### src/hdl/cac_pkg.sv
/*
 Constants, register map and encodings of the charger alert controller.
 Assumes 16-bit words on an 8-bit register address.
*/
package cac_pkg;
   // Register offsets
   localparam logic [7:0] COLD_LIMIT_OFS  = 8'h0B;
   localparam logic [7:0] HOT_LIMIT_OFS   = 8'h0C;
   localparam logic [7:0] LIMIT_EN_OFS    = 8'h0D;
   localparam logic [7:0] CHG_EN_OFS      = 8'h0E;
   localparam logic [7:0] COUNT_OFS       = 8'h20;
   localparam logic [7:0] PRESCALE_OFS    = 8'h21;
   localparam logic [7:0] LOW_LIMIT_OFS   = 8'h22;
   localparam logic [7:0] LIMIT_FLAGS_OFS = 8'h23;
   localparam logic [7:0] CHG_FLAGS_OFS   = 8'h24;
   localparam logic [7:0] CONTROL_OFS     = 8'h25;
   localparam logic [7:0] IRQ_STATUS_OFS  = 8'h26;
   localparam logic [7:0] IRQ_MASK_OFS    = 8'h27;
   localparam logic [7:0] PIN_STATUS_OFS  = 8'h28;

   // Field positions
   localparam int unsigned LOW_CHARGE_BIT = 13;
   localparam int unsigned COLD_BIT       = 1;
   localparam int unsigned HOT_BIT        = 0;
   localparam int unsigned CHG_HALTED_BIT = 8;
   localparam int unsigned COUNT_EN_BIT   = 0;
   localparam int unsigned HALT_BIT       = 1;
   localparam int unsigned IRQ_ALERT_BIT  = 0;
   localparam int unsigned IRQ_ACK_BIT    = 1;
   localparam int unsigned IRQ_BAL_BIT    = 2;
   localparam int unsigned IRQ_FOREIGN_BIT = 3;

   // Writable bit masks and reset values
   localparam logic [15:0] LIMIT_EN_MASK = 16'h2003;
   localparam logic [15:0] CHG_EN_MASK   = 16'h0100;
   localparam logic [15:0] CONTROL_MASK  = 16'h0003;
   localparam logic [15:0] IRQ_MASK_BITS = 16'h000F;
   localparam logic [15:0] LIMIT_EN_RST  = 16'h0000;
   localparam logic [15:0] PRESCALE_RST  = 16'h0001;
   localparam logic [15:0] CONTROL_RST   = 16'h0000;

   // Alert response address (7 bits)
   localparam logic [6:0] ARA_ADDR = 7'h0C;

   // Alert response responder states
   typedef enum logic [2:0] {
      ARA_IDLE      = 3'b000,
      ARA_ADDR_RX   = 3'b001,
      ARA_ACK       = 3'b010,
      ARA_ACK_HOLD  = 3'b011,
      ARA_SEND      = 3'b100,
      ARA_GET_ACK   = 3'b101,
      ARA_WAIT_STOP = 3'b110
   } cac_ara_state_t;
endpackage

### src/hdl/cac_ara_if.sv
/*
 Link between the alert controller and its alert response responder.
 Assumes one clock for both ends and synchronised scl and sda.
*/
`timescale 1ns/10ps
`default_nettype none
interface cac_ara_if;
   logic       scl;
   logic       sda;
   logic       alert_active;
   logic [6:0] dev_addr;
   logic       sda_drive;
   logic       ara_done;

   modport ctrl (output scl, output sda, output alert_active, output dev_addr,
                 input sda_drive, input ara_done);
   modport resp (input scl, input sda, input alert_active, input dev_addr,
                 output sda_drive, output ara_done);
endinterface
`default_nettype wire

### src/hdl/cac_ara_responder.sv
/*
 Alert response responder: while an alert is pending, answers the
 response read with the own address, then pulses ara_done.
 Assumes scl and sda have already passed two flip-flops.
*/
`timescale 1ns/10ps
`default_nettype none
module cac_ara_responder (
   input  wire logic clock_i,
   input  wire logic srst_i,
   cac_ara_if.resp   bus
);
   typedef struct packed {
      cac_pkg::cac_ara_state_t st;
      logic [3:0]              bitcnt;
      logic [7:0]              shreg;
      logic                    scl_q;
      logic                    sda_q;
      logic                    drive;
      logic                    done;
   } cac_resp_t;

   cac_resp_t s;
   cac_resp_t next_s;
   logic      rise;
   logic      fall;
   logic      start;
   logic      stop;

   // Bus edge and framing detection
   assign rise  = bus.scl & ~s.scl_q;
   assign fall  = ~bus.scl & s.scl_q;
   assign start = bus.scl & s.scl_q & s.sda_q & ~bus.sda;
   assign stop  = bus.scl & s.scl_q & ~s.sda_q & bus.sda;

   // Byte framing; sda changes only after scl falls
   always_comb begin
      next_s       = s;
      next_s.done  = 1'b0;
      next_s.scl_q = bus.scl;
      next_s.sda_q = bus.sda;
      if (start) begin
         next_s.st     = cac_pkg::ARA_ADDR_RX;
         next_s.bitcnt = 4'h0;
         next_s.drive  = 1'b0;
      end else if (stop) begin
         next_s.st    = cac_pkg::ARA_IDLE;
         next_s.drive = 1'b0;
      end else begin
         case (s.st)
            cac_pkg::ARA_ADDR_RX: begin
               if (rise) begin
                  next_s.shreg  = {s.shreg[6:0], bus.sda};
                  next_s.bitcnt = s.bitcnt + 4'h1;
                  if (s.bitcnt == 4'h7) begin
                     // Only claim the read while our alert is pending
                     if ({s.shreg[6:0], bus.sda} == {cac_pkg::ARA_ADDR, 1'b1} && bus.alert_active) begin
                        next_s.st = cac_pkg::ARA_ACK;
                     end else begin
                        next_s.st = cac_pkg::ARA_WAIT_STOP;
                     end
                  end
               end
            end
            cac_pkg::ARA_ACK: begin
               if (fall) begin
                  next_s.drive = 1'b1;
                  next_s.st    = cac_pkg::ARA_ACK_HOLD;
               end
            end
            cac_pkg::ARA_ACK_HOLD: begin
               if (fall) begin
                  next_s.shreg  = {bus.dev_addr, 1'b0};
                  next_s.drive  = ~bus.dev_addr[6];
                  next_s.bitcnt = 4'h0;
                  next_s.st     = cac_pkg::ARA_SEND;
               end
            end
            cac_pkg::ARA_SEND: begin
               // A lower address from another device wins the wire
               if (rise && !s.drive && !bus.sda) begin
                  next_s.drive = 1'b0;
                  next_s.st    = cac_pkg::ARA_WAIT_STOP;
               end else if (fall) begin
                  if (s.bitcnt == 4'h7) begin
                     next_s.drive = 1'b0;
                     next_s.st    = cac_pkg::ARA_GET_ACK;
                  end else begin
                     next_s.shreg  = {s.shreg[6:0], 1'b0};
                     next_s.drive  = ~s.shreg[6];
                     next_s.bitcnt = s.bitcnt + 4'h1;
                  end
               end
            end
            cac_pkg::ARA_GET_ACK: begin
               if (rise) begin
                  next_s.done = 1'b1;
                  next_s.st   = cac_pkg::ARA_WAIT_STOP;
               end
            end
            cac_pkg::ARA_IDLE,
            cac_pkg::ARA_WAIT_STOP: begin
               next_s.st = s.st;
            end
            default: begin
               next_s.st = cac_pkg::ARA_IDLE;
            end
         endcase
      end
   end

   // State register
   always_ff @(posedge clock_i) begin
      if (srst_i) begin
         s       <= '0;
         s.scl_q <= 1'b1;
         s.sda_q <= 1'b1;
      end else begin
         s <= next_s;
      end
   end

   assign bus.sda_drive = s.drive;
   assign bus.ara_done  = s.done;
endmodule
`default_nettype wire

### src/hdl/cac_top.sv
/*
 Charger alert controller: charge count, limit checks, charger halt,
 open-drain alert line and alert response handling.
 Assumes one-cycle register strobes on clock_i and async bus pins.
*/
// Our own choices: the register addresses and the strobed register port.
`timescale 1ns/10ps
`default_nettype none
module cac_top #(
   parameter logic [6:0] DEV_ADDR = 7'h2A // Arbitrary own bus address
) (
   input  wire logic        clock_i,
   input  wire logic        srst_i,
   input  wire logic [7:0]  reg_addr_i,
   input  wire logic [15:0] reg_wdata_i,
   input  wire logic        reg_wr_i,
   input  wire logic        reg_rd_i,
   output logic      [15:0] reg_rdata_o,
   input  wire logic        scl_i,
   input  wire logic        sda_i,
   output logic             sda_o,
   output logic             sda_oe_o,
   input  wire logic        alert_i,
   output logic             alert_o,
   output logic             alert_oe_o,
   input  wire logic        charge_tick_i,
   input  wire logic        charge_dir_i,
   input  wire logic [15:0] ntc_ratio_i,
   input  wire logic        input_power_ok_i,
   input  wire logic        balance_request_pin_i,
   output logic             charge_enable_o,
   output logic             balance_start_o,
   output logic             irq_o
);
   typedef struct packed {
      logic [1:0]  scl_s;
      logic [1:0]  sda_s;
      logic [1:0]  pwr_s;
      logic [1:0]  bal_s;
      logic [1:0]  alr_s;
      logic        bal_q;
      logic [15:0] count;
      logic [15:0] prescale;
      logic [15:0] pre_cnt;
      logic [15:0] low_limit;
      logic [15:0] hot_limit;
      logic [15:0] cold_limit;
      logic [15:0] limit_en;
      logic [15:0] chg_en;
      logic [15:0] limit_flags;
      logic [15:0] chg_flags;
      logic [15:0] control;
      logic [15:0] irq_status;
      logic [15:0] irq_mask;
      logic [15:0] rdata;
      logic        alert;
      logic [1:0]  alert_d;
      logic        charge_en;
      logic        bal_start;
      logic        irq;
   } cac_state_t;

   cac_state_t s;
   cac_state_t next_s;
   logic       ara_done;
   logic       sda_drive;

   cac_ara_if ara ();

   // Write decode, shared by every register
   function automatic logic wr_hit(input logic       wr,
                                   input logic [7:0] addr,
                                   input logic [7:0] ofs);
      wr_hit = wr && (addr == ofs);
   endfunction

   // Read decode; unmapped addresses answer zero
   function automatic logic [15:0] rd_mux(input cac_state_t st,
                                          input logic [7:0] addr);
      case (addr)
         cac_pkg::COLD_LIMIT_OFS:  rd_mux = st.cold_limit;
         cac_pkg::HOT_LIMIT_OFS:   rd_mux = st.hot_limit;
         cac_pkg::LIMIT_EN_OFS:    rd_mux = st.limit_en;
         cac_pkg::CHG_EN_OFS:      rd_mux = st.chg_en;
         cac_pkg::COUNT_OFS:       rd_mux = st.count;
         cac_pkg::PRESCALE_OFS:    rd_mux = st.prescale;
         cac_pkg::LOW_LIMIT_OFS:   rd_mux = st.low_limit;
         cac_pkg::LIMIT_FLAGS_OFS: rd_mux = st.limit_flags;
         cac_pkg::CHG_FLAGS_OFS:   rd_mux = st.chg_flags;
         cac_pkg::CONTROL_OFS:     rd_mux = st.control;
         cac_pkg::IRQ_STATUS_OFS:  rd_mux = st.irq_status;
         cac_pkg::IRQ_MASK_OFS:    rd_mux = st.irq_mask;
         cac_pkg::PIN_STATUS_OFS:  rd_mux = {11'h000, st.alert, st.alr_s[1],
                                               st.charge_en, st.pwr_s[1], st.bal_s[1]};
         default:                  rd_mux = 16'h0000;
      endcase
   endfunction

   // Responder sees only the synchronised pin levels
   assign ara.scl          = s.scl_s[1];
   assign ara.sda          = s.sda_s[1];
   assign ara.alert_active = s.alert;
   assign ara.dev_addr     = DEV_ADDR;
   assign ara_done         = ara.ara_done;
   assign sda_drive        = ara.sda_drive;

   cac_ara_responder u_resp (
      .clock_i (clock_i),
      .srst_i  (srst_i),
      .bus     (ara)
   );

   // Next-state logic
   always_comb begin
      logic [15:0] limit_set;
      logic [15:0] new_limit;
      logic [15:0] chg_set;
      logic [15:0] irq_set;
      logic        chg_alert;
      logic        alert_event;
      logic        cnt_step;
      logic        bal_rise;
      logic [15:0] pre_top;

      limit_set   = 16'h0000;
      new_limit   = 16'h0000;
      chg_set     = 16'h0000;
      irq_set     = 16'h0000;
      chg_alert   = 1'b0;
      alert_event = 1'b0;
      cnt_step    = 1'b0;
      bal_rise    = 1'b0;
      pre_top     = 16'h0000;
      next_s      = s;

      // Two flip-flops on the bus, power, balance and alert pins
      next_s.scl_s = {s.scl_s[0], scl_i};
      next_s.sda_s = {s.sda_s[0], sda_i};
      next_s.pwr_s = {s.pwr_s[0], input_power_ok_i};
      next_s.bal_s = {s.bal_s[0], balance_request_pin_i};
      next_s.alr_s = {s.alr_s[0], alert_i};

      // Plain configuration registers
      if (wr_hit(reg_wr_i, reg_addr_i, cac_pkg::COLD_LIMIT_OFS)) begin
         next_s.cold_limit = reg_wdata_i;
      end
      if (wr_hit(reg_wr_i, reg_addr_i, cac_pkg::HOT_LIMIT_OFS)) begin
         next_s.hot_limit = reg_wdata_i;
      end
      if (wr_hit(reg_wr_i, reg_addr_i, cac_pkg::LIMIT_EN_OFS)) begin
         next_s.limit_en = reg_wdata_i & cac_pkg::LIMIT_EN_MASK;
      end
      if (wr_hit(reg_wr_i, reg_addr_i, cac_pkg::CHG_EN_OFS)) begin
         next_s.chg_en = reg_wdata_i & cac_pkg::CHG_EN_MASK;
      end
      if (wr_hit(reg_wr_i, reg_addr_i, cac_pkg::PRESCALE_OFS)) begin
         next_s.prescale = reg_wdata_i;
      end
      if (wr_hit(reg_wr_i, reg_addr_i, cac_pkg::LOW_LIMIT_OFS)) begin
         next_s.low_limit = reg_wdata_i;
      end
      if (wr_hit(reg_wr_i, reg_addr_i, cac_pkg::CONTROL_OFS)) begin
         next_s.control = reg_wdata_i & cac_pkg::CONTROL_MASK;
      end
      if (wr_hit(reg_wr_i, reg_addr_i, cac_pkg::IRQ_MASK_OFS)) begin
         next_s.irq_mask = reg_wdata_i & cac_pkg::IRQ_MASK_BITS;
      end

      // Coulomb counter; a prescale of zero counts like one
      pre_top = (s.prescale == 16'h0000) ? 16'h0000 : s.prescale - 16'h0001;
      if (s.control[cac_pkg::COUNT_EN_BIT] && charge_tick_i) begin
         if (s.pre_cnt >= pre_top) begin
            next_s.pre_cnt = 16'h0000;
            cnt_step       = 1'b1;
         end else begin
            next_s.pre_cnt = s.pre_cnt + 16'h0001;
         end
      end
      if (cnt_step) begin
         // Wraps silently; software picks a prescale that avoids it
         next_s.count = charge_dir_i ? s.count - 16'h0001 : s.count + 16'h0001;
      end
      // Preload wins over a count step in the same cycle
      if (wr_hit(reg_wr_i, reg_addr_i, cac_pkg::COUNT_OFS)) begin
         next_s.count   = reg_wdata_i;
         next_s.pre_cnt = 16'h0000;
      end

      // Limit checks, each gated by its enable
      limit_set[cac_pkg::LOW_CHARGE_BIT] = s.limit_en[cac_pkg::LOW_CHARGE_BIT]
                                           && (s.count < s.low_limit);
      limit_set[cac_pkg::HOT_BIT]  = s.limit_en[cac_pkg::HOT_BIT]
                                     && ($signed(ntc_ratio_i) < $signed(s.hot_limit));
      limit_set[cac_pkg::COLD_BIT] = s.limit_en[cac_pkg::COLD_BIT]
                                     && ($signed(ntc_ratio_i) > $signed(s.cold_limit));
      new_limit = limit_set & ~s.limit_flags;

      // Writing zero clears a flag; a set in the same cycle wins
      if (wr_hit(reg_wr_i, reg_addr_i, cac_pkg::LIMIT_FLAGS_OFS)) begin
         next_s.limit_flags = s.limit_flags & reg_wdata_i;
      end
      next_s.limit_flags = next_s.limit_flags | limit_set;

      // Charger runs only with power present and no halt request
      next_s.charge_en = ~s.control[cac_pkg::HALT_BIT] & s.pwr_s[1];
      chg_set[cac_pkg::CHG_HALTED_BIT] = s.charge_en & ~next_s.charge_en;
      chg_alert = chg_set[cac_pkg::CHG_HALTED_BIT]
                  & s.chg_en[cac_pkg::CHG_HALTED_BIT] & ~s.chg_flags[cac_pkg::CHG_HALTED_BIT];
      if (wr_hit(reg_wr_i, reg_addr_i, cac_pkg::CHG_FLAGS_OFS)) begin
         next_s.chg_flags = s.chg_flags & reg_wdata_i;
      end
      next_s.chg_flags = next_s.chg_flags | chg_set;

      // Alert line: raised by a new event, dropped by acknowledgment
      alert_event = (|new_limit) | chg_alert;
      if (alert_event) begin
         next_s.alert = 1'b1;
      end else if (ara_done) begin
         next_s.alert = 1'b0;
      end

      // Balance pin edge, passed on as one pulse
      next_s.bal_q     = s.bal_s[1];
      bal_rise         = s.bal_s[1] & ~s.bal_q;
      next_s.bal_start = bal_rise;

      // Sticky interrupt status, cleared by writing one
      irq_set[cac_pkg::IRQ_ALERT_BIT]   = alert_event;
      irq_set[cac_pkg::IRQ_ACK_BIT]     = ara_done & s.alert;
      irq_set[cac_pkg::IRQ_BAL_BIT]     = bal_rise;
      next_s.alert_d = {s.alert_d[0], s.alert}; // Pin sync lag
      irq_set[cac_pkg::IRQ_FOREIGN_BIT] = ~s.alr_s[1] & ~s.alert_d[1];
      if (wr_hit(reg_wr_i, reg_addr_i, cac_pkg::IRQ_STATUS_OFS)) begin
         next_s.irq_status = s.irq_status & ~reg_wdata_i;
      end
      next_s.irq_status = next_s.irq_status | irq_set;
      next_s.irq        = |(next_s.irq_status & next_s.irq_mask);

      // Read data stand one cycle after the strobe
      next_s.rdata = reg_rd_i ? rd_mux(s, reg_addr_i) : 16'h0000;
   end

   // Single state register; bus and alert pins idle high through reset
   always_ff @(posedge clock_i) begin
      if (srst_i) begin
         s          <= '0;
         s.scl_s    <= 2'h3;
         s.sda_s    <= 2'h3;
         s.alr_s    <= 2'h3;
         s.prescale <= cac_pkg::PRESCALE_RST;
         s.limit_en <= cac_pkg::LIMIT_EN_RST;
         s.control  <= cac_pkg::CONTROL_RST;
      end else begin
         s <= next_s;
      end
   end

   // Open-drain pins only ever pull low
   assign sda_o           = 1'b0;
   assign sda_oe_o        = sda_drive;
   assign alert_o         = 1'b0;
   assign alert_oe_o      = s.alert;
   assign reg_rdata_o     = s.rdata;
   assign charge_enable_o = s.charge_en;
   assign balance_start_o = s.bal_start;
   assign irq_o           = s.irq;
endmodule
`default_nettype wire

### config.mk
export PLATFORM = sky130hd
export DESIGN_NAME = cac_top
export DESIGN_NICKNAME = d
export VERILOG_FILES = /design/src/hdl/cac_pkg.sv /design/src/hdl/cac_ara_if.sv /design/src/hdl/cac_ara_responder.sv /design/src/hdl/cac_top.sv
export SDC_FILE = /design/constraint.sdc
export NUM_CORES = 1
export LEC_CHECK = 0
export BUFFER_PORTS_ARGS = -buffer_cell sky130_fd_sc_hd__buf_4
export CAP_MARGIN = 20
export CORE_MARGIN = 10
export CORE_UTILIZATION = 28
export DETAILED_ROUTE_END_ITERATION = 10
export GPL_TIMING_DRIVEN = 1
export SKIP_LAST_GASP = 1
export SLEW_MARGIN = 0
export SYNTH_ARGS = -nofsm -noshare
export SYNTH_HDL_FRONTEND = slang
export SYNTH_SLANG_ARGS = --single-unit
### constraint.sdc
create_clock -name clock_i -period 4 [get_ports clock_i]
set_input_delay 1 -clock clock_i [delete_from_list [all_inputs] [get_ports clock_i]]
set_output_delay 1 -clock clock_i [all_outputs]
set_load 0.005 [all_outputs]
# == Word level (Yosys, flattened, before mapping) ==
# Index checks and enable logic that the tools add are counted.
# word_totals
elab_cells,200
out_inout_bits,23
in_bits,51
reg_bits,218
# op_classes
order_cmp,4
muxes,36
eq_ne,40
add_sub_neg,5
reduce_logical,41
bitwise_logic,41
# ops
op,n
16-bit case mux with 13 select lines,1
16-bit 2-to-1 mux,9
8-bit by 6-bit equality test with 1-bit output (second input constant),9
16-bit bitwise AND,4
15-bit 2-to-1 mux,3
12-bit 2-to-1 mux,3
12-bit case mux with 3 select lines,1
16-bit by 1-bit adder with 16-bit output (second input constant),2
8-bit by 4-bit equality test with 1-bit output (second input constant),4
16-bit less-than comparator,2
16-bit NOT,2
16-bit OR reduction,2
16-bit by 1-bit subtractor with 16-bit output (second input constant),2
8-bit AND reduction,3
4-bit by 1-bit inequality test with 1-bit output (second input constant),5
1-bit logical AND,19
3-bit 2-to-1 mux,6
3-bit case mux with 6 select lines,1
14-bit by 16-bit bitwise AND with 16-bit output,1
16-bit greater-or-equal comparator,1
16-bit > comparator,1
16-bit logical NOT,1
1-bit NOT,16
16-bit by 14-bit OR with 16-bit output,1
other kinds (26),68

# == Logic depth before layout (Yosys ltp) ==
# Gate-level depths: netlist of run 1.
# depth
depth_word,10
mapped_depth,18

# == Hierarchy ==
# Synthesis of run 1 repeated with hierarchy kept, for this count alone.
# hier_totals
cells_unflattened,1395
area_unflattened_um2,11825.1
# modules_own_cells
mod,instances,cells_each,seq_area_each_um2,area_each_um2
cac_top,1,1255,3983.8,10647.7
cac_ara_responder,1,140,360.3,1177.4

# == Worst setup path before layout of run 1 ==
# OpenSTA, ideal clock, no wires.
# synth_timing
path_type,register to register
start,register s[198] in the netlist's numbering
end,register s[214] in the netlist's numbering
path_stages_with_launch,19
setup_time_ns,0.086
synth_period_minus_slack_ns,3.562
arrival_ns,3.477
required_time_ns,3.914
path_slack_ns,0.438
path_cell_list,dfxtp_1 > inv_1 > ha_1 > nand2_1 > or3_1 > nor3_2 > nand3_1 > clkbuf_1 > o21ai_1 > ha_1 > a211o_1 > a21oi_1 > o21ai_0 > and3b_1 > or2_1 > buf_2 > buf_4 > xnor2_1 > a211oi_1
# synth_between
elab_chain_cells,6
# synth_lines
item,line,rtl
from (decl),cac_top.sv:63,cac_state_t s;
from (signal assigned),cac_top.sv:254,s <= next_s;
16-bit by 1-bit subtractor with 16-bit output / 16-bit logical NOT (equally long branches),cac_top.sv:170,pre_top = (s.prescale == 16'h0000) ? 16'h0000 : s.prescale - 16'h0001;
16-bit 2-to-1 mux (*),cac_top.sv:170,
16-bit greater-or-equal comparator (*),cac_top.sv:172,if (s.pre_cnt >= pre_top) begin
1-bit 2-to-1 mux (*),cac_top.sv:172,
1-bit 2-to-1 mux (*),cac_top.sv:171,if (s.control[cac_pkg::COUNT_EN_BIT] && charge_tick_i) begin
2-bit nonzero test (no source line) (*),--,
# Mark *: on every way between the ends. The rest lies on a longest branch, timed or not.
# A chain may end at the register's enable or synchronous reset.

# == Worst setup path in the final report of run 1 ==
# layout_timing
start,register s[200] in the netlist's numbering
end,register s[216] in the netlist's numbering
# Same word-level chain as after synthesis.

==> flow_summary.toml, run 1 <==
[finish]
layout-drive-gt1-share_pct = 12.4
fillers = 4350
syn_to_final_growth_pct = 15.4
fin_area_um2 = 13600
final_common_cell = "dfxtp_1"
diodes = 0
fin_nets = 1543
final_cell_mix = "dfxtp_1, nand2_1, nor2_1"

[power]
p_seq_share_pct = 45.1
power.total_uw = 4830
switchingPower_uw = 1150
power_frac_comb_pct = 5.7
power_frac_clock_pct = 49.1
power.density_nw_per_um2 = 355
p_int_uw = 3670
peakVddDrop_v = 0.000279
cellLeakagePower_uw = 0.00562
swShare_pct = 23.9

[worst_setup_path]
crit_path_end_kind = "flop"
critPathMaxStageDelay_ns = 0.39
worstSetupPathType = "flop to flop"
start_kind = "flop"
path_buf_inv = 1
worstPathArrival_ns = 4.13
path_cells = "nor2_1, nand3_1, or3_1, nor3_1, buf_4, nand2b_1, xnor2_1, nand2_1, ha_1, a21o_1, a21o_1, a21oi_1, o22ai_1, or2_4, mux2i_1, a211oi_1"
slowest_stage = "or2_4"
crit_top_cell = "a21o_1"
critPathMaxFanout = 15
crit_family = "simple AND/OR/NAND/NOR gates"
required_ns = 4.43

[global_routing]
grt_pass1_wl_um = 58500
grt_pass1_vias = 10100
track_usage_pct = 14.4
antenna_found_initial = 0
overflow = 0
grt_max_degree = 62

[yosys]
synth.distinct_cells = 81
synthArstFlopShare_pct = 0
syn-cell-area_um2 = 11800
seq_area_frac_synth_pct = 36.8
avgSynthCellArea_um2 = 8.54
syn_inst = 1382
synth_flop_cell = "dfxtp_1"
ys_warn_count = 0
synth_edf_count = 0
synth-seq-cells = 217

[routing]
detail-route-antenna-nets = 0
vias_per_cell = 5.30
routedWlPerCell_um = 19.0
vias = 10400
drt-pass1-iter-count = 8
drc = 0
drtIter0Drc = 977
totalWireLength_um = 37300

[clock_tree]
clk_latency_ns = 0.52
cts_num_sinks = 217
htree_levels = 1
cts_tree = "built"
cts_buffers = 25
clkSlewWorstSetupHoldPaths_ns = 0.06
root_buffer = "clkbuf_16"
cts.path.max_buffers = 3

[sta]
setup_viol_count_final = 0
holdWs_ns = 0.409
skew_ns = 0.00931
layout_min_cycle_time_ns = 3.70
max_freq_ghz = 0.270
timing.final.hold_violations = 0
worst_pin_slew_ns = 0.948
drv_slew = 0
slew_headroom_pct = 36.6
layout_worst_path_cycle_share_pct = 92.5
layout_setup_ws_ns = 0.299
rsz0062_at_grt = "yes"

[status]
outcome = "complete, no violations"

[run]
cap_violations = 0

[place]
gp_congestion = 0.875
dp_hpwl_um = 27600
post_dp_cell_area_um2 = 12800
place_ws_ns = -0.118
port_buffers = 71

[worst_hold_path]
hp-class = "flop to flop"

[floorplan]
die_width_um = 225
start_util_pct = 28.3
fp.coreArea_um2 = 41800
row_count = 75
io_pins = 74
die_area_um2 = 50700
die_y_um = 225
[state kept, by name (all words and copies together) (netlist names)]
| name | count |
|---|---|
| charge_enable_o | 1 |
| u_resp.bus.sda_drive | 1 |
| ara.scl | 1 |
| u_resp.s | 16 |
| s | 170 |
| next_s | 7 |
| alert_oe_o | 1 |
| ara.sda | 1 |
| u_resp.bus.ara_done | 1 |
| balance_start_o | 1 |
| reg_rdata_o | 16 |
| irq_o | 1 |
[power by group through the flow]
stage          Clock [µW]  Combinational, µW  Sequential, µW
2_1_floorplan           0                160            2220
3_3_place_gp            0                270            2230
3_5_place_dp            0                274            2230
4_1_cts              2410                275            2180
5_1_grt              2500                302            2180
6_report             2370                277            2180
[kinds of logic (layout without fill, tap and decap cells)]
group / after synthesis / in the layout / share of synthesized area, %
and+or+nand+nor: 472 / 472 / 19.5
AOI/OAI and AO/OA: 324 / 324 / 19.2
DFF: 217 / 217 / 36.8
buffers and inverters: 173 / 220 / 6.51
adders and majority gates: 80 / 80 / 8.55
muxes: 76 / 76 / 6.56
xor gates and xnor gates: 39 / 39 / 2.90
other: 1 / 2 / 0.0318
[stage by stage]
stage	TNS (ns)	cells	utilization, %
after floorplan	0	1383	-
after global placement	0	1923	30.5
after detailed placement	-1.63	1924	30.6
after CTS	0	1969	32.6
after global routing	-0.0417	1969	32.6
final	0	1969	32.6
[cells in the mapped netlist, drive strengths merged (3+ instances only)]
| library cell | count | share of area [%] |
|---|---|---|
| xor2 | 19 | 1.4 |
| nor3 | 26 | 1.3 |
| and3 | 20 | 1.1 |
| o2111ai | 4 | 0.30 |
| xnor2 | 20 | 1.5 |
| mux2i | 68 | 5.8 |
| and2 | 18 | 0.95 |
| o21a | 8 | 0.51 |
| ha | 79 | 8.4 |
| a222oi | 12 | 1.0 |
| o31ai | 4 | 0.30 |
| o21ai | 47 | 2.0 |
| nor2b | 15 | 0.80 |
| a22oi | 8 | 0.51 |
| nor3b | 4 | 0.25 |
| nand2b | 15 | 0.80 |
| nand2 | 143 | 4.6 |
| nor4 | 4 | 0.34 |
| nand3b | 8 | 0.51 |
| o211a | 30 | 2.5 |
| a211oi | 18 | 1.2 |
| a41oi | 4 | 0.30 |
| or2 | 11 | 0.58 |
| mux2 | 8 | 0.80 |
| buf | 40 | 2.3 |
| a31oi | 19 | 1.0 |
| and4 | 3 | 0.22 |
| nand3 | 46 | 2.0 |
| nand4 | 15 | 0.80 |
| a22o | 8 | 0.59 |
| inv | 76 | 2.4 |
| or3 | 6 | 0.36 |
| o22ai | 3 | 0.21 |
| nor2 | 125 | 4.0 |
| dfxtp | 217 | 37 |
| a2111oi | 4 | 0.30 |
| a21oi | 93 | 3.9 |
| a221oi | 18 | 1.3 |
| o211ai | 3 | 0.19 |
| nor4b | 5 | 0.37 |
| clkbuf | 56 | 1.8 |
| a21o | 17 | 1.1 |
| or4 | 3 | 0.19 |
[cell type report]
type,count,area [µm²],share of cell area [%]
inverters,77,289,2.12
well taps,539,674,4.95
flip-flops and latches,217,4340,31.9
repair buffers,98,756,5.55
clock buffers,27,633,4.65
multi-input cells,993,6720,49.4
clock inverters,18,199,1.46
[per-layer routing]
metal | share of wire, % | GRT usage (%)
met3 | 5.6 | 2.08
met4 | 3.0 | 4.23
met2 | 46 | 23.1
met1 | 46 | 19.5
met5 | 0 | 0
[timing repair]
action                                  4_1_cts  5_1_grt
resized for setup                             2        4
hold buffers                                  0        0
gates cloned                                  0        0
setup buffers                                 0        0
endpoints found under the setup margin       23       31
[path summary, 6_finish.rpt]
kind | slack, ns | startpoint | end | cells after the start
worst max register to register | 0.30 | s[200]$_SDFFE_PP0P_ | s[216]$_SDFFE_PP0P_ | 16
worst min-delay path | 0.41 | next_s[238]$_SDFF_PP1_ | ara.sda$_SDFF_PP1_ | 1
worst min register to register | 0.41 | next_s[238]$_SDFF_PP1_ | ara.sda$_SDFF_PP1_ | 1
worst max-delay path | 0.30 | s[200]$_SDFFE_PP0P_ | s[216]$_SDFFE_PP0P_ | 16
Note: power is estimated with default switching activity, not from simulation.
==> run 2: changes to the inputs <==
- ABC_CLOCK_PERIOD_IN_PS: not set -> 4000
- BUFFER_PORTS_ARGS: -buffer_cell sky130_fd_sc_hd__buf_4 -> not set
- DONT_BUFFER_PORTS: not set -> 1
==> run 2 against run 1 <==
  * Register-to-register slack got worse by 0.03 ns
  * Clock skew rose by 0.0031 ns
  * Final area fell by 4.4%
  * Clock-buffer cell count rose by 5
  * Combinational power fell by 48%
  * Fmax fell by 0.79%
  * First-iteration DRC count fell by 8.8%
  * Via count fell by 4.1%
  * Wire length fell by 1.0%
  * Critical endpoint unchanged
  * Clock power rose by 3%
  * Core utilization fell by 1.4 points
  * Critical path depth fell by 1
==> flow_summary.toml, run 2 (synthesis results as in run 1) <==
[floorplan]
start_util_pct = 28.3
die_width_um = 225
die_area_um2 = 50700
io_pins = 74
fp.coreArea_um2 = 41800
die_y_um = 225
row_count = 75

[worst_setup_path]
crit_path_end_kind = "flop"
crit_top_cell = "ha_1"
rrSetupSlack_ns = 0.27
critPathMaxStageDelay_ns = 0.51
worstSetupPathType = "flop to flop"
slowest_stage = "or4_1"
start_kind = "flop"
regToRegStartpoint = "s[198]$_SDFFE_PP1P_"
required_ns = 4.38
critPathMaxFanout = 15
path_buf_inv = 2
crit-reg2reg-capture = "s[216]$_SDFFE_PP0P_"
r2r_cells = 15
crit_family = "simple AND/OR/NAND/NOR gates"
path_cells = "inv_1, ha_1, nand2_1, or3_1, or4_1, nor3_1, a21oi_1, ha_1, nand4_1, or2_2, o22ai_1, or2_1, buf_4, mux2i_1, a211oi_1"
worstPathArrival_ns = 4.11

[sta]
layout_worst_path_cycle_share_pct = 93.3
max_freq_ghz = 0.268
rsz0062_at_grt = "no"
holdWs_ns = 0.407
slew_headroom_pct = 27.3
skew_ns = 0.0124
setup_tns_ns = 0
worst_pin_slew_ns = 1.09
setup_viol_count_final = 0
drv_slew = 0
timing.final.hold_violations = 0
layout_min_cycle_time_ns = 3.73

[finish]
syn_to_final_growth_pct = 10.3
final_common_cell = "dfxtp_1"
layout-drive-gt1-share_pct = 7.12
fin_nets = 1461
largest_register_ffs = 170
top_register = "s"
final_cell_mix = "dfxtp_1, nand2_1, nor2_1"
fillers = 4308
diodes = 0
fin_area_um2 = 13000

[place]
gp_congestion = 0.892
port_buffers = 0
dp_hpwl_um = 27200
post_dp_cell_area_um2 = 12100

[global_routing]
grt_max_degree = 121
top_usage_layer = "met2"
track_usage_pct = 14.1
grt_pass1_vias = 9647
antenna_found_initial = 1
overflow = 0
grtUsageMet3_pct = 3.10
grt_pass1_wl_um = 57100
met1_usage_pct = 18.0
grt.met2_usage_pct = 23.0

[clock_tree]
htree_levels = 1
cts_resized = 0
root_buffer = "clkbuf_16"
cts_tree = "built"
cts_buffers = 25
clkSlewWorstSetupHoldPaths_ns = 0.06
cts_hold_repair.buffers = 0
cts.path.max_buffers = 3
clk_latency_ns = 0.53
post-cts-setup-buffers = 0
cts_num_sinks = 217

[worst_hold_path]
hold_depth = 1
hold_start = "next_s[232]$_SDFF_PP1_"
holdPathEnd = "s[232]$_SDFF_PP1_"
hp-class = "flop to flop"

[routing]
drtIter0Drc = 891
detail-route-antenna-nets = 0
routedWlPerCell_um = 19.6
totalWireLength_um = 37000
drc = 0
vias_per_cell = 5.30
drt-pass1-iter-count = 6
vias = 10000

[status]
outcome = "complete, no violations"

[power]
p_int_uw = 3720
power.total_uw = 4760
p_seq_share_pct = 45.8
peakVddDrop_v = 0.000323
switchingPower_uw = 1030
power_frac_comb_pct = 3.0
swShare_pct = 21.7
power.density_nw_per_um2 = 366
cellLeakagePower_uw = 0.00523
power_frac_clock_pct = 51.1

[run]
cap_violations = 0
run 2: worst max path at each step:
stage	start	to	slack, ns	depth (start not counted)
global route	s[198]$_SDFFE_PP1P_	s[216]$_SDFFE_PP0P_	0.04	15
floorplan	s[198]$_SDFFE_PP1P_	s[214]$_SDFFE_PP0P_	0.44	18
CTS	s[200]$_SDFFE_PP0P_	s[191]$_SDFFE_PP0P_	0.08	15
global placement	s[200]$_SDFFE_PP0P_	s[194]$_SDFFE_PP0P_	0.19	15
detailed placement	s[200]$_SDFFE_PP0P_	s[191]$_SDFFE_PP0P_	0.11	15
finish	s[198]$_SDFFE_PP1P_	s[216]$_SDFFE_PP0P_	0.27	15
run 2: power groups by stage:
stage,clock network [µW],logic (µW),registers [µW]
floorplan,0,160,2220
global placement,0,139,2230
detailed placement,0,143,2230
CTS,2470,144,2180
global route,2560,163,2180
finish,2430,145,2180
run 2: layout make-up:
cell class	count	area, µm²	area share, %
multi-input combinational	993	6710	51.6
sequential	217	4340	33.4
clock buffer	32	702	5.39
tap	539	674	5.18
inverter	77	289	2.22
clock inverter	13	169	1.30
timing repair buffer	16	120	0.923
run 2: metal layers:
metal	vias up	wire length, µm
met5	-	0
met4	0	1260
met3	73	2420
met2	294	16900
met1	4816	16300
li1	4824	-
run 2: worst reg2reg max path, stage by stage, from the launching register on:
cell,delay [ns]
dfxtp_1,0.35
inv_1,0.10
ha_1,0.19
nand2_1,0.09
or3_1,0.38
or4_1,0.51
nor3_1,0.15
a21oi_1,0.06
ha_1,0.29
nand4_1,0.12
or2_2,0.30
o22ai_1,0.31
or2_1,0.16
buf_4,0.25
mux2i_1,0.23
a211oi_1,0.09
run 2: per-stage QoR:
step	std cells	utilization (%)	setup slack, ns
final	1887	31.2	0.270
after global routing	1887	31.2	0.0416
after CTS	1887	31.1	0.0772
after detailed placement	1842	29.0	0.109
after global placement	1842	29.0	0.187
after floorplan	1383	-	0.438
